`config.mk`:
```
export PLATFORM = sky130hd
export DESIGN_NAME = psq_core
export DESIGN_NICKNAME = d
export VERILOG_FILES = /design/src/logic/psq_pkg.sv /design/src/logic/psq_core.sv
export SDC_FILE = /design/constraint.sdc
export NUM_CORES = 1
export LEC_CHECK = 0
export ABC_AREA = 0
export BUFFER_PORTS_ARGS = -buffer_cell sky130_fd_sc_hd__clkbuf_2
export CAP_MARGIN = 20
export CORE_ASPECT_RATIO = 0.75
export CORE_UTILIZATION = 40
export CTS_CLUSTER_DIAMETER = 30
export DETAILED_ROUTE_END_ITERATION = 8
export PLACE_DENSITY_LB_ADDON = 0.12
export SLEW_MARGIN = 15
export SYNTH_ARGS = -nofsm -noshare
export SYNTH_HDL_FRONTEND = slang
export SYNTH_SLANG_ARGS = --single-unit
```
`constraint.sdc`:
```
create_clock -name clk_in -period 4.4 [get_ports clk_in]
set_clock_uncertainty 0.1 [all_clocks]
set_input_delay 0 -clock clk_in [delete_from_list [all_inputs] [get_ports clk_in]]
set_output_delay 0 -clock clk_in [all_outputs]
set_load 0.02 [all_outputs]
```
`src/logic/psq_pkg.sv`:
```
package psq_pkg;
  // Notes on behaviour
  // RULE1 - Four non-overlapping phases form one cycle.
  // RULE2 - First phase increments and fetches; rest execute.
  // RULE3 - Fetch of next overlaps current execution.
  // RULE4 - Branches take two instruction cycles.
  // RULE5 - Counter advances by one unless transferring.
  // RULE6 - Jump, call, interrupt, reset load destination.
  // RULE7 - Taken skip discards prefetch, runs dummy cycle.
  // RULE8 - Counter is ten bits: two high, low byte.
  // RULE9 - Low byte write jumps within page, dummy.
  // RULE10 - Low byte readable and writable by software.
  // RULE11 - Hidden four-entry stack holds counter values.
  // RULE12 - Call or interrupt acknowledge pushes counter.
  // RULE13 - Return instructions pop and restore counter.
  // RULE14 - Reset points stack pointer at top.
  // RULE15 - Full stack defers interrupt until a pop.
  // RULE16 - Call on full stack loses oldest entry.
  // RULE17 - Eight-bit ALU writes result to chosen target.
  // RULE18 - ALU operations update the status flags.
  // RULE19 - ALU covers arithmetic, logic, rotate, step ops.
  // RULE20 - Wake-up waits 1024 fast or 2 slow clocks.
  // RULE21 - Reset loads counter with address zero.
  // RULE22 - Transfers load all ten counter bits together.

  // Program counter and data widths.
  localparam int PC_W = 10;
  localparam int DW   = 8;

  // Register byte addresses.
  localparam logic [7:0] ADDR_PCL  = 8'h00;
  localparam logic [7:0] ADDR_CTRL = 8'h04;
  localparam logic [7:0] ADDR_STAT = 8'h08;
  localparam logic [7:0] ADDR_ACC  = 8'h0C;

  // Control and status field positions.
  localparam int CTRL_SLOW  = 0;
  localparam int CTRL_IE    = 1;
  localparam int STAT_PC    = 0;
  localparam int STAT_SP    = 10;
  localparam int STAT_HALT  = 13;
  localparam int STAT_IPEND = 14;
  localparam int STAT_C     = 15;
  localparam int STAT_AC    = 16;
  localparam int STAT_Z     = 17;

  // Vectors and wake-up counts in system clocks.
  localparam logic [9:0]  RESET_VEC     = 10'h000;
  localparam logic [9:0]  INT_VEC_DEF   = 10'h004;
  localparam int          WAKE_FAST_CYC = 1024;
  localparam int          WAKE_SLOW_CYC = 2;
  localparam logic [10:0] WAKE_FAST_LD  = 11'(WAKE_FAST_CYC - 1);
  localparam logic [10:0] WAKE_SLOW_LD  = 11'(WAKE_SLOW_CYC - 1);

  // Bus responses.
  localparam logic [1:0] RESP_OKAY   = 2'h0;
  localparam logic [1:0] RESP_DECERR = 2'h3;

  // Decoded instruction classes.
  typedef enum logic [3:0] {
    OP_SEQ, OP_ALU, OP_JMP, OP_CALL, OP_RET, OP_INTERRUPT_RETURN_OP, OP_SKIP, OP_PCLW, OP_HALT
  } psq_kind_t;

  // ALU functions.
  typedef enum logic [3:0] {
    ALU_ADD, ALU_ADC, ALU_SUB, ALU_SBC, ALU_DAA, ALU_AND, ALU_OR, ALU_XOR,
    ALU_CPL, ALU_RR, ALU_RRC, ALU_RL, ALU_RLC, ALU_INC, ALU_DEC
  } psq_alu_t;

  // One decoded instruction.
  typedef struct packed {
    psq_kind_t  kind;
    psq_alu_t   alu;
    logic       to_mem;
    logic       cond;
    logic [9:0] target;
    logic [7:0] operand;
  } psq_op_t;

  // AXI4-Lite master to slave.
  typedef struct packed {
    logic       awvalid;
    logic [7:0] awaddr;
    logic       wvalid;
    logic [31:0] wdata;
    logic [3:0] wstrb;
    logic       bready;
    logic       arvalid;
    logic [7:0] araddr;
    logic       rready;
  } psq_axi_req_t;

  // AXI4-Lite slave to master.
  typedef struct packed {
    logic       awready;
    logic       wready;
    logic       bvalid;
    logic [1:0] bresp;
    logic       arready;
    logic       rvalid;
    logic [31:0] rdata;
    logic [1:0] rresp;
  } psq_axi_rsp_t;
endpackage

```
`src/logic/psq_core.sv`:
```
// The AXI4-Lite slave port and the placing of the registers are this design's own decisions.
`timescale 1ns/100ps
module psq_core
  import psq_pkg::*;
#(
  parameter int         STACK_DEPTH = 4,          // Return stack entries.
  parameter logic [9:0] INT_VEC     = INT_VEC_DEF // Interrupt entry address.
)
(
  // Clock and reset.
  input  wire logic         clk_in,
  input  wire logic         arst_n_in,
  // Register bus.
  input  wire psq_axi_req_t axi_req_in,
  output psq_axi_rsp_t      axi_rsp_out,
  // Program memory fetch and decoded instruction.
  output logic [9:0]        fetch_addr_out,
  output logic              fetch_en_out,
  input  wire psq_op_t      op_in,
  // Phases, data result and events.
  output logic [3:0]        phase_out,
  output logic              dummy_out,
  output logic              mem_wr_out,
  output logic [7:0]        mem_data_out,
  input  wire logic         irq_in,
  output logic              irq_ack_out,
  input  wire logic         wake_in,
  output logic              halted_out
);

  // The stack pointer field is three bits wide.
  if (STACK_DEPTH < 2 || STACK_DEPTH > 7)
  begin : g_chk
    $error("STACK_DEPTH must lie between 2 and 7.");
  end

  // Run state of the sequencer.
  typedef enum logic [1:0] {ST_RUN, ST_HALT, ST_WAKE} psq_st_t;

  // Sequencer state.
  psq_st_t      st_q, st_d; // Run, halt or wake-up.
  logic [1:0]   phase_q, phase_d; // Current phase index.
  logic [3:0]   ph_q, ph_d; // One-hot phase output.
  logic [9:0]   pc_q, pc_d; // Program counter.
  logic [9:0]   fa_q, fa_d; // Fetch address.
  logic         fen_q, fen_d; // Fetch strobe.
  logic         flush_q, flush_d; // Next execute is a dummy.
  logic         dum_q, dum_d; // Current cycle is a dummy.
  logic [9:0]   stk_q [STACK_DEPTH]; // Return stack, entry 0 newest.
  logic [9:0]   stk_d [STACK_DEPTH]; // Next stack contents.
  logic [2:0]   sp_q, sp_d; // Entries in use.
  logic [7:0]   acc_q, acc_d; // Accumulator.
  logic         c_q, c_d; // Carry flag.
  logic         ac_q, ac_d; // Half carry flag.
  logic         z_q, z_d; // Zero flag.
  logic         mwr_q, mwr_d; // Memory result strobe.
  logic [7:0]   mdat_q, mdat_d; // Memory result data.
  logic         ipend_q, ipend_d; // Latched interrupt request.
  logic         iack_q, iack_d; // Interrupt acknowledge strobe.
  logic         ie_q, ie_d; // Interrupt enable.
  logic         slow_q, slow_d; // Slow oscillator selected.
  logic [10:0]  wcnt_q, wcnt_d; // Wake-up countdown.
  logic         pclp_q, pclp_d; // Pending bus write of low byte.
  logic [7:0]   pclv_q, pclv_d; // Value of that write.

  // Bus slave state.
  logic         awr_q, awr_d; // Write address ready.
  logic         wr_q, wr_d; // Write data ready.
  logic [7:0]   awa_q, awa_d; // Captured write address.
  logic [7:0]   wd_q, wd_d; // Captured write data.
  logic         ws_q, ws_d; // Captured lane 0 strobe.
  logic         bv_q, bv_d; // Write response valid.
  logic [1:0]   br_q, br_d; // Write response code.
  logic         arr_q, arr_d; // Read address ready.
  logic         rv_q, rv_d; // Read data valid.
  logic [31:0]  rd_q, rd_d; // Read data.
  logic [1:0]   rr_q, rr_d; // Read response code.
  logic         wr_pcl; // Bus writes the low byte.
  logic         wr_ctrl; // Bus writes control.
  logic [7:0]   wdat; // Data of the bus write.

  // ALU outputs.
  logic [7:0]   alu_res; // Result byte.
  logic         alu_c, alu_ac, alu_z; // Resulting flags.

  // The ALU works on the accumulator and the memory operand.
  always_comb
  begin
    logic [7:0] b;
    logic       cin;
    logic [8:0] s9;
    logic [4:0] h5;
    logic [8:0] d9;
    b     = 8'h00;
    cin   = 1'b0;
    s9    = 9'h000;
    h5    = 5'h00;
    d9    = 9'h000;
    alu_res = 8'h00;
    alu_c   = c_q;
    alu_ac  = ac_q;
    case (op_in.alu)
      // Add and subtract share one adder; subtraction adds the inverse.
      ALU_ADD, ALU_ADC, ALU_SUB, ALU_SBC:
      begin
        b   = (op_in.alu == ALU_SUB || op_in.alu == ALU_SBC) ? ~op_in.operand
                                                              : op_in.operand;
        cin = (op_in.alu == ALU_SUB) ? 1'b1 :
              (op_in.alu == ALU_ADD) ? 1'b0 : c_q;
        s9  = {1'b0, acc_q} + {1'b0, b} + {8'h00, cin};
        h5  = {1'b0, acc_q[3:0]} + {1'b0, b[3:0]} + {4'h0, cin};
        alu_res = s9[7:0];
        alu_c   = s9[8]; // RULE18
        alu_ac  = h5[4];
      end
      // Decimal adjust corrects the accumulator after a BCD add.
      ALU_DAA:
      begin
        d9 = {1'b0, acc_q};
        if (acc_q[3:0] > 4'h9 || ac_q)
        begin
          d9 = d9 + 9'h006;
        end
        if (d9[7:4] > 4'h9 || c_q || d9[8])
        begin
          d9 = d9 + 9'h060;
        end
        alu_res = d9[7:0];
        alu_c   = c_q | d9[8];
      end
      ALU_AND: alu_res = acc_q & op_in.operand;
      ALU_OR:  alu_res = acc_q | op_in.operand;
      ALU_XOR: alu_res = acc_q ^ op_in.operand;
      ALU_CPL: alu_res = ~op_in.operand;
      // Rotations around the byte or through the carry.
      ALU_RR:  alu_res = {op_in.operand[0], op_in.operand[7:1]};
      ALU_RL:  alu_res = {op_in.operand[6:0], op_in.operand[7]};
      ALU_RRC:
      begin
        alu_res = {c_q, op_in.operand[7:1]};
        alu_c   = op_in.operand[0];
      end
      ALU_RLC:
      begin
        alu_res = {op_in.operand[6:0], c_q};
        alu_c   = op_in.operand[7];
      end
      ALU_INC: alu_res = op_in.operand + 8'h01;
      ALU_DEC: alu_res = op_in.operand - 8'h01;
      default: alu_res = 8'h00;
    endcase
    // Rotations leave the zero flag alone.
    case (op_in.alu)
      ALU_RR, ALU_RL, ALU_RRC, ALU_RLC: alu_z = z_q;
      default:                          alu_z = (alu_res == 8'h00);
    endcase
  end

  // Sequencer: phases, program counter, stack, interrupts and wake-up.
  always_comb
  begin
    logic       xfer;
    logic       push;
    logic       pop;
    logic [9:0] pushv;
    xfer    = 1'b0;
    push    = 1'b0;
    pop     = 1'b0;
    // The return point is the prefetched address that a transfer discards.
    pushv   = fa_q;
    st_d    = st_q;
    phase_d = phase_q;
    ph_d    = ph_q;
    pc_d    = pc_q;
    fa_d    = fa_q;
    fen_d   = 1'b0;
    flush_d = flush_q;
    dum_d   = dum_q;
    stk_d   = stk_q;
    sp_d    = sp_q;
    acc_d   = acc_q;
    c_d     = c_q;
    ac_d    = ac_q;
    z_d     = z_q;
    mwr_d   = 1'b0;
    mdat_d  = mdat_q;
    iack_d  = 1'b0;
    ie_d    = ie_q;
    slow_d  = slow_q;
    wcnt_d  = wcnt_q;
    pclp_d  = pclp_q;
    pclv_d  = pclv_q;
    ipend_d = ipend_q;
    case (st_q)
      ST_RUN:
      begin
        // The phase counter wraps through four phases per cycle.
        phase_d = phase_q + 2'h1; // RULE1
        ph_d    = 4'(4'h1 << phase_d); // RULE1
        if (phase_q == 2'h3)
        begin
          // Entering the first phase: fetch, then step the counter.
          fa_d  = pc_q; // RULE2 RULE3
          fen_d = 1'b1; // RULE2
          pc_d  = pc_q + 10'h001; // RULE5
          dum_d = flush_q; // RULE7
        end
        else if (phase_q == 2'h2)
        begin
          // Entering the last phase: execute the decoded instruction.
          if (flush_q)
          begin
            flush_d = 1'b0; // RULE4 RULE7
          end
          else
          begin
            case (op_in.kind)
              OP_ALU:
              begin
                // The result goes to memory or the accumulator.
                if (op_in.to_mem)
                begin
                  mwr_d  = 1'b1; // RULE17
                  mdat_d = alu_res; // RULE17
                end
                else
                begin
                  acc_d = alu_res; // RULE17 RULE19
                end
                c_d  = alu_c; // RULE18
                ac_d = alu_ac; // RULE18
                z_d  = alu_z; // RULE18
              end
              OP_JMP:
              begin
                pc_d = op_in.target; // RULE6 RULE22
                xfer = 1'b1; // RULE4
              end
              OP_CALL:
              begin
                push = 1'b1; // RULE12
                pc_d = op_in.target; // RULE6 RULE22
                xfer = 1'b1; // RULE4
              end
              OP_RET, OP_INTERRUPT_RETURN_OP:
              begin
                pop  = 1'b1; // RULE13
                pc_d = stk_q[0]; // RULE13 RULE22
                xfer = 1'b1;
                if (op_in.kind == OP_INTERRUPT_RETURN_OP)
                begin
                  ie_d = 1'b1;
                end
              end
              OP_SKIP:
              begin
                xfer = op_in.cond; // RULE7
              end
              OP_PCLW:
              begin
                pc_d = {pc_q[9:8], op_in.operand}; // RULE9 RULE10
                xfer = 1'b1; // RULE9
              end
              OP_HALT:
              begin
                // Resume must start at a fetch, not re-execute the halt.
                st_d    = ST_HALT;
                phase_d = 2'h3;
              end
              default: xfer = 1'b0;
            endcase
            // A plain instruction may be followed by interrupt entry.
            if (!xfer && op_in.kind != OP_HALT)
            begin
              if (ipend_q && ie_q && sp_q < 3'(STACK_DEPTH))
              begin
                push    = 1'b1; // RULE12
                pc_d    = INT_VEC; // RULE6 RULE22
                xfer    = 1'b1;
                ie_d    = 1'b0;
                iack_d  = 1'b1; // RULE15
              end
              else if (pclp_q)
              begin
                pc_d   = {pc_q[9:8], pclv_q}; // RULE9 RULE10
                xfer   = 1'b1; // RULE9
                pclp_d = 1'b0;
              end
            end
            flush_d = xfer; // RULE4 RULE7
          end
        end
      end
      ST_HALT:
      begin
        // Halted until woken; the delay depends on the oscillator.
        ph_d = 4'h0;
        if (wake_in || irq_in)
        begin
          st_d   = ST_WAKE;
          wcnt_d = slow_q ? WAKE_SLOW_LD : WAKE_FAST_LD; // RULE20
        end
      end
      ST_WAKE:
      begin
        // Count the start-up period down, then resume at a fetch.
        if (wcnt_q == 11'h000)
        begin
          st_d = ST_RUN; // RULE20
        end
        else
        begin
          wcnt_d = wcnt_q - 11'h001; // RULE20
        end
      end
      default:
      begin
        st_d = ST_RUN;
      end
    endcase
    // Push shifts down so an overflow drops the oldest entry.
    if (push)
    begin
      for (int i = STACK_DEPTH - 1; i > 0; i--)
      begin
        stk_d[i] = stk_q[i-1]; // RULE16
      end
      stk_d[0] = pushv; // RULE11 RULE12
      sp_d = (sp_q == 3'(STACK_DEPTH)) ? sp_q : sp_q + 3'h1; // RULE16
    end
    else if (pop)
    begin
      for (int i = 0; i < STACK_DEPTH - 1; i++)
      begin
        stk_d[i] = stk_q[i+1]; // RULE13
      end
      sp_d = (sp_q == 3'h0) ? sp_q : sp_q - 3'h1; // RULE13 RULE15
    end
    // Request latch: a new request wins over the acknowledge.
    if (iack_d)
    begin
      ipend_d = 1'b0;
    end
    if (irq_in)
    begin
      ipend_d = 1'b1; // RULE15
    end
    // Bus writes: a new low byte wins over its own application.
    if (wr_pcl)
    begin
      pclp_d = 1'b1; // RULE10
      pclv_d = wdat; // RULE10
    end
    if (wr_ctrl)
    begin
      slow_d = wdat[CTRL_SLOW];
      ie_d   = wdat[CTRL_IE];
    end
  end

  // Sequencer registers; reset starts at the reset vector.
  always_ff @(posedge clk_in or negedge arst_n_in)
  begin
    if (!arst_n_in)
    begin
      st_q    <= ST_RUN;
      phase_q <= 2'h3;
      ph_q    <= 4'h8;
      pc_q    <= RESET_VEC; // RULE21 RULE6
      fa_q    <= RESET_VEC;
      fen_q   <= 1'b0;
      flush_q <= 1'b1;
      dum_q   <= 1'b0;
      for (int i = 0; i < STACK_DEPTH; i++)
      begin
        stk_q[i] <= 10'h000;
      end
      sp_q    <= 3'h0; // RULE14
      acc_q   <= 8'h00;
      c_q     <= 1'b0;
      ac_q    <= 1'b0;
      z_q     <= 1'b0;
      mwr_q   <= 1'b0;
      mdat_q  <= 8'h00;
      ipend_q <= 1'b0;
      iack_q  <= 1'b0;
      ie_q    <= 1'b0;
      slow_q  <= 1'b0;
      wcnt_q  <= 11'h000;
      pclp_q  <= 1'b0;
      pclv_q  <= 8'h00;
    end
    else
    begin
      st_q    <= st_d;
      phase_q <= phase_d;
      ph_q    <= ph_d;
      pc_q    <= pc_d;
      fa_q    <= fa_d;
      fen_q   <= fen_d;
      flush_q <= flush_d;
      dum_q   <= dum_d;
      stk_q   <= stk_d;
      sp_q    <= sp_d;
      acc_q   <= acc_d;
      c_q     <= c_d;
      ac_q    <= ac_d;
      z_q     <= z_d;
      mwr_q   <= mwr_d;
      mdat_q  <= mdat_d;
      ipend_q <= ipend_d;
      iack_q  <= iack_d;
      ie_q    <= ie_d;
      slow_q  <= slow_d;
      wcnt_q  <= wcnt_d;
      pclp_q  <= pclp_d;
      pclv_q  <= pclv_d;
    end
  end

  // Bus slave: write address and data in either order, one read at a time.
  always_comb
  begin
    logic       aw_hs;
    logic       w_hs;
    logic       fire;
    logic [7:0] wa;
    aw_hs = axi_req_in.awvalid & awr_q;
    w_hs  = axi_req_in.wvalid & wr_q;
    fire  = (aw_hs | ~awr_q) & (w_hs | ~wr_q) & ~bv_q;
    wa    = awr_q ? axi_req_in.awaddr : awa_q;
    wdat  = wr_q ? axi_req_in.wdata[7:0] : wd_q;
    awa_d = aw_hs ? axi_req_in.awaddr : awa_q;
    wd_d  = w_hs ? axi_req_in.wdata[7:0] : wd_q;
    ws_d  = w_hs ? axi_req_in.wstrb[0] : ws_q;
    awr_d = awr_q & ~aw_hs;
    wr_d  = wr_q & ~w_hs;
    bv_d  = bv_q;
    br_d  = br_q;
    wr_pcl  = 1'b0;
    wr_ctrl = 1'b0;
    if (fire)
    begin
      // Only byte lane 0 carries register bits.
      bv_d    = 1'b1;
      br_d    = (wa == ADDR_PCL || wa == ADDR_CTRL || wa == ADDR_STAT ||
                 wa == ADDR_ACC) ? RESP_OKAY : RESP_DECERR;
      wr_pcl  = (wa == ADDR_PCL) & (wr_q ? axi_req_in.wstrb[0] : ws_q);
      wr_ctrl = (wa == ADDR_CTRL) & (wr_q ? axi_req_in.wstrb[0] : ws_q);
    end
    else if (bv_q && axi_req_in.bready)
    begin
      bv_d  = 1'b0;
      awr_d = 1'b1;
      wr_d  = 1'b1;
    end
    arr_d = arr_q;
    rv_d  = rv_q;
    rd_d  = rd_q;
    rr_d  = rr_q;
    if (axi_req_in.arvalid && arr_q)
    begin
      // Registers read back the sequencer's live state.
      arr_d = 1'b0;
      rv_d  = 1'b1;
      rr_d  = RESP_OKAY;
      rd_d  = 32'h0000_0000;
      case (axi_req_in.araddr)
        ADDR_PCL:  rd_d[7:0] = pc_q[7:0]; // RULE10
        ADDR_CTRL:
        begin
          rd_d[CTRL_SLOW] = slow_q;
          rd_d[CTRL_IE]   = ie_q;
        end
        ADDR_STAT:
        begin
          rd_d[STAT_PC +: PC_W] = pc_q;
          rd_d[STAT_SP +: 3]    = sp_q;
          rd_d[STAT_HALT]       = (st_q != ST_RUN);
          rd_d[STAT_IPEND]      = ipend_q;
          rd_d[STAT_C]          = c_q;
          rd_d[STAT_AC]         = ac_q;
          rd_d[STAT_Z]          = z_q;
        end
        ADDR_ACC:  rd_d[DW-1:0] = acc_q;
        default:   rr_d = RESP_DECERR;
      endcase
    end
    else if (rv_q && axi_req_in.rready)
    begin
      rv_d  = 1'b0;
      arr_d = 1'b1;
    end
  end

  // Bus slave registers.
  always_ff @(posedge clk_in or negedge arst_n_in)
  begin
    if (!arst_n_in)
    begin
      awr_q <= 1'b1;
      wr_q  <= 1'b1;
      awa_q <= 8'h00;
      wd_q  <= 8'h00;
      ws_q  <= 1'b0;
      bv_q  <= 1'b0;
      br_q  <= RESP_OKAY;
      arr_q <= 1'b1;
      rv_q  <= 1'b0;
      rd_q  <= 32'h0000_0000;
      rr_q  <= RESP_OKAY;
    end
    else
    begin
      awr_q <= awr_d;
      wr_q  <= wr_d;
      awa_q <= awa_d;
      wd_q  <= wd_d;
      ws_q  <= ws_d;
      bv_q  <= bv_d;
      br_q  <= br_d;
      arr_q <= arr_d;
      rv_q  <= rv_d;
      rd_q  <= rd_d;
      rr_q  <= rr_d;
    end
  end

  // Every output but halted_out is a register; halted_out is decoded from st_q.
  assign axi_rsp_out    = '{awready: awr_q, wready: wr_q, bvalid: bv_q, bresp: br_q,
                            arready: arr_q, rvalid: rv_q, rdata: rd_q, rresp: rr_q};
  assign fetch_addr_out = fa_q;
  assign fetch_en_out   = fen_q;
  assign phase_out      = ph_q;
  assign dummy_out      = dum_q;
  assign mem_wr_out     = mwr_q;
  assign mem_data_out   = mdat_q;
  assign irq_ack_out    = iack_q;
  assign halted_out     = (st_q != ST_RUN);

endmodule

```
==> impl_metrics.yaml <==
cts:
  ctsRootBufferMaster: "sky130_fd_sc_hd__clkbuf_16"
  clk-insertion-delay-late_ns: 0.43
  path_clk_slew_ns: 0.07
  cts.sink_count: 160
  number_of_buffers_created_by_cts: 17
  count_of_h_tree_levels_built_during_cts: 4
  postCtsResizedCells: 0
  cts_tree: "yes"
  clk_path_buf_depth: 2
logic_synthesis:
  ys_top_cells_by_area: "sky130_fd_sc_hd__dfrtp_1 39%, sky130_fd_sc_hd__nand2_1 6.6%, sky130_fd_sc_hd__mux2_2 4.8%"
  synthesis.instances: 1091
  synth_sequential_area_ratio_pct: 41.02
  synth-seq-cells: 160
  syn_avg_cell_area_um2: 8.967
  synthDominantAreaCellType: "sky130_fd_sc_hd__dfrtp_1"
  syn-cell-area_um2: 9783
  ys.flop_type: "sky130_fd_sc_hd__dfrtp_1"
  yosys.area.top_type_share_pct: 39.14
  synth_warnings: 0
  yosysUniqueCellTypes: 75
  asyncSetResetFlopFracSynth_pct: 100.0
  synth_edf_count: 0
finish:
  most_frequent_standard_cell_in_the_layout_excluding_fill_and_tap_cells: "sky130_fd_sc_hd__nand2_1"
  most-common-layout-cells: "173 x sky130_fd_sc_hd__nand2_1, 153 x sky130_fd_sc_hd__dfrtp_1, 114 x sky130_fd_sc_hd__clkbuf_2"
  final_cell_area_um2: 11540
  layout.nets: 1338
  final_layout_size_suffix_gt1_share_pct: 18.51
  stdcell_count: 1553
  area.growth.synth_to_final_pct: 18.01
setup_path:
  critPathRequiredTime_ns: 4.61
  reg2reg_from: "c_q"
  ff2ff_path_depth: 9
  crit_path_start: "c_q"
  crit_path_max_fanout: 8
  crit_path_start_kind: "flip-flop"
  data_arrival_time_of_the_critical_path_ns: 3.82
  worst_setup_path_end_kind: "flip-flop"
  crit_type: "reg -> reg"
hold_path:
  min-delay-start: "op_in[24]"
  min-delay-path-class: "in -> reg"
  whs_path_depth: 3
run:
  timing.max_cap.violations: 0
drt:
  routed_via_density: 5.476
  ant_nets: 0
  avgRoutedWirePerCell_um: 18.18
  drt_wl_total_um: 28240
  drtPass1Iterations: 5
  drc: 0
  drt_iter0_markers: 753
  detailroute.via_count: 8505
pwr:
  power.ir.vdd_worst_uv: 280.0
  cellLeakagePower_nw: 5.402
  p_total_mw: 5.100
  powerDensity_nw_per_um2: 441.8
die:
  io_pins: 157
  floorplan.core_area_um2: 23970
  die_area_um2: 25090
  chipHeight_um: 137.4
  placement_rows: 49
  start_util_pct: 40.81
  horizontal_die_dimension_um: 182.6
timing:
  timing.final.max_slew_violations: 0
  max_freq_ghz: 0.2771
  post-route-period-util_pct: 82.01
  worst_slew_margin_pct: 20.71
  setup-violations-final: 0
  timing.final.ws_setup_ns: 0.7916
  setup_repair_after_global_routing_missed_its_margin: "no"
  final_period_minus_worst_setup_slack_ns: 3.608
  timing.setup.tns_ns: 0
  hold_violations: 0
  tightest_slew_ns: 1.179
place:
  dp.final_hpwl_um: 20540
  place.port_buffers: 115
  placed_inst_area_um2: 10540
  numPlacedInstances: 1481
  dp_slack_ns: 0.6716
  gp_routability_congestion: 0.9223
global_routing:
  grt_antenna_before_repair: 2
  groute.usage.overall_pct: 23.43
  wire_length_of_the_first_global_routing_pass_um: 44640
  via_count_of_the_first_global_routing_pass: 7805
  pin_count_of_the_biggest_net_entering_global_routing: 96
  globalRouteOverflowTotal: 0
run_status:
  outcome: "finished, final reports clean"
[what timing repair did]
action	4_1_cts	5_1_grt
hold buffers	39	0
buffers inserted	0	0
hold endpoints to repair	135	0
setup endpoints to repair	0	0
[state kept, by name, summed over array words and instances (netlist names), 10 cells and up]
signal / count
rd_q: 18
fetch_addr_out: 10
stk_q: 40
wcnt_q: 11
pc_q: 10
[Yosys cell counts, types with 9 or more instances]
master,n
sky130_fd_sc_hd__nand2_1,173
sky130_fd_sc_hd__nand2b_1,21
sky130_fd_sc_hd__mux2_2,42
sky130_fd_sc_hd__a22oi_1,34
sky130_fd_sc_hd__nor2b_1,14
sky130_fd_sc_hd__a22o_1,13
sky130_fd_sc_hd__o21a_1,13
sky130_fd_sc_hd__buf_2,13
sky130_fd_sc_hd__ha_1,37
sky130_fd_sc_hd__a31oi_1,14
sky130_fd_sc_hd__nand3_1,27
sky130_fd_sc_hd__inv_1,34
sky130_fd_sc_hd__o22ai_1,11
sky130_fd_sc_hd__a21oi_1,68
sky130_fd_sc_hd__o21ai_0,59
sky130_fd_sc_hd__o211ai_1,10
sky130_fd_sc_hd__mux2i_1,15
sky130_fd_sc_hd__a221oi_1,9
sky130_fd_sc_hd__nor2_1,74
sky130_fd_sc_hd__dfrtp_1,153
sky130_fd_sc_hd__clkbuf_1,45
sky130_fd_sc_hd__buf_4,21
sky130_fd_sc_hd__nor3_1,22
sky130_fd_sc_hd__xnor2_1,18
[layout make-up]
cell class	count	area, µm²
fill	2299	12430
multi-input combinational	822	5265
sequential	160	4013
timing repair buffer	171	1100
clock buffer	18	439.2
tap	331	414.1
clock inverter	14	176.4
inverter	36	135.1
antenna	1	2.502
[kinds of logic after synthesis]
| kind of cell | count (synthesis) | share of synthesized area [%] |
|---|---|---|
| compound gates | 291 | 19.58 |
| xor+xnor | 23 | 2.059 |
| fa+ha+maj | 41 | 5.551 |
| buf+inv | 122 | 5.729 |
| flops | 160 | 41.02 |
| mux | 60 | 6.829 |
| other cells | 1 | 0.03833 |
| simple gates | 393 | 19.20 |
[metrics by stage]
stage          hold WS [ns]  util (%)
5_1_grt             0.04055     48.15
6_report            0.01514     48.16
2_1_floorplan       -0.3956         -
3_3_place_gp        0.06763     43.95
3_5_place_dp        0.06496     43.95
4_1_cts            0.002671     48.15
[path summary, 6_finish.rpt]
check	end	slack, ns
min in group asynchronous	wcnt_q[2]	0.13
max reg2reg	acc_q[6]	0.79
max	acc_q[6]	0.79
min reg2reg	stk_q[6]	0.38
max in group asynchronous	phase_q[0]	3.06
min	ie_q	0.02
[layer usage]
| metal | part of all wire (%) | global-route usage (%) | vias to the layer above |
|---|---|---|---|
| li1 | - | - | 4108 |
| met5 | 0.039 | 0 | - |
| met3 | 8.2 | 5.022 | 19 |
| met1 | 51 | 36.47 | 4069 |
| met4 | 0.83 | 5.275 | 2 |
| met2 | 40 | 32.51 | 307 |
[worst max-delay path, stage by stage, from the launching register on]
cell	delay, ns
sky130_fd_sc_hd__dfrtp_1	0.50
sky130_fd_sc_hd__mux2_2	0.32
sky130_fd_sc_hd__fa_1	0.42
sky130_fd_sc_hd__fa_1	0.44
sky130_fd_sc_hd__a211oi_1	0.22
sky130_fd_sc_hd__nor2_1	0.12
sky130_fd_sc_hd__and4b_1	0.22
sky130_fd_sc_hd__nor3b_1	0.46
sky130_fd_sc_hd__o211ai_1	0.32
sky130_fd_sc_hd__mux2_2	0.35
[where the power goes]
group	switching, mW	internal, mW	total [mW]
clock network	0.641	0.916	1.56
registers	0.346	1.80	2.14
logic	0.791	0.609	1.40
Power figures use the tool's default switching activity.
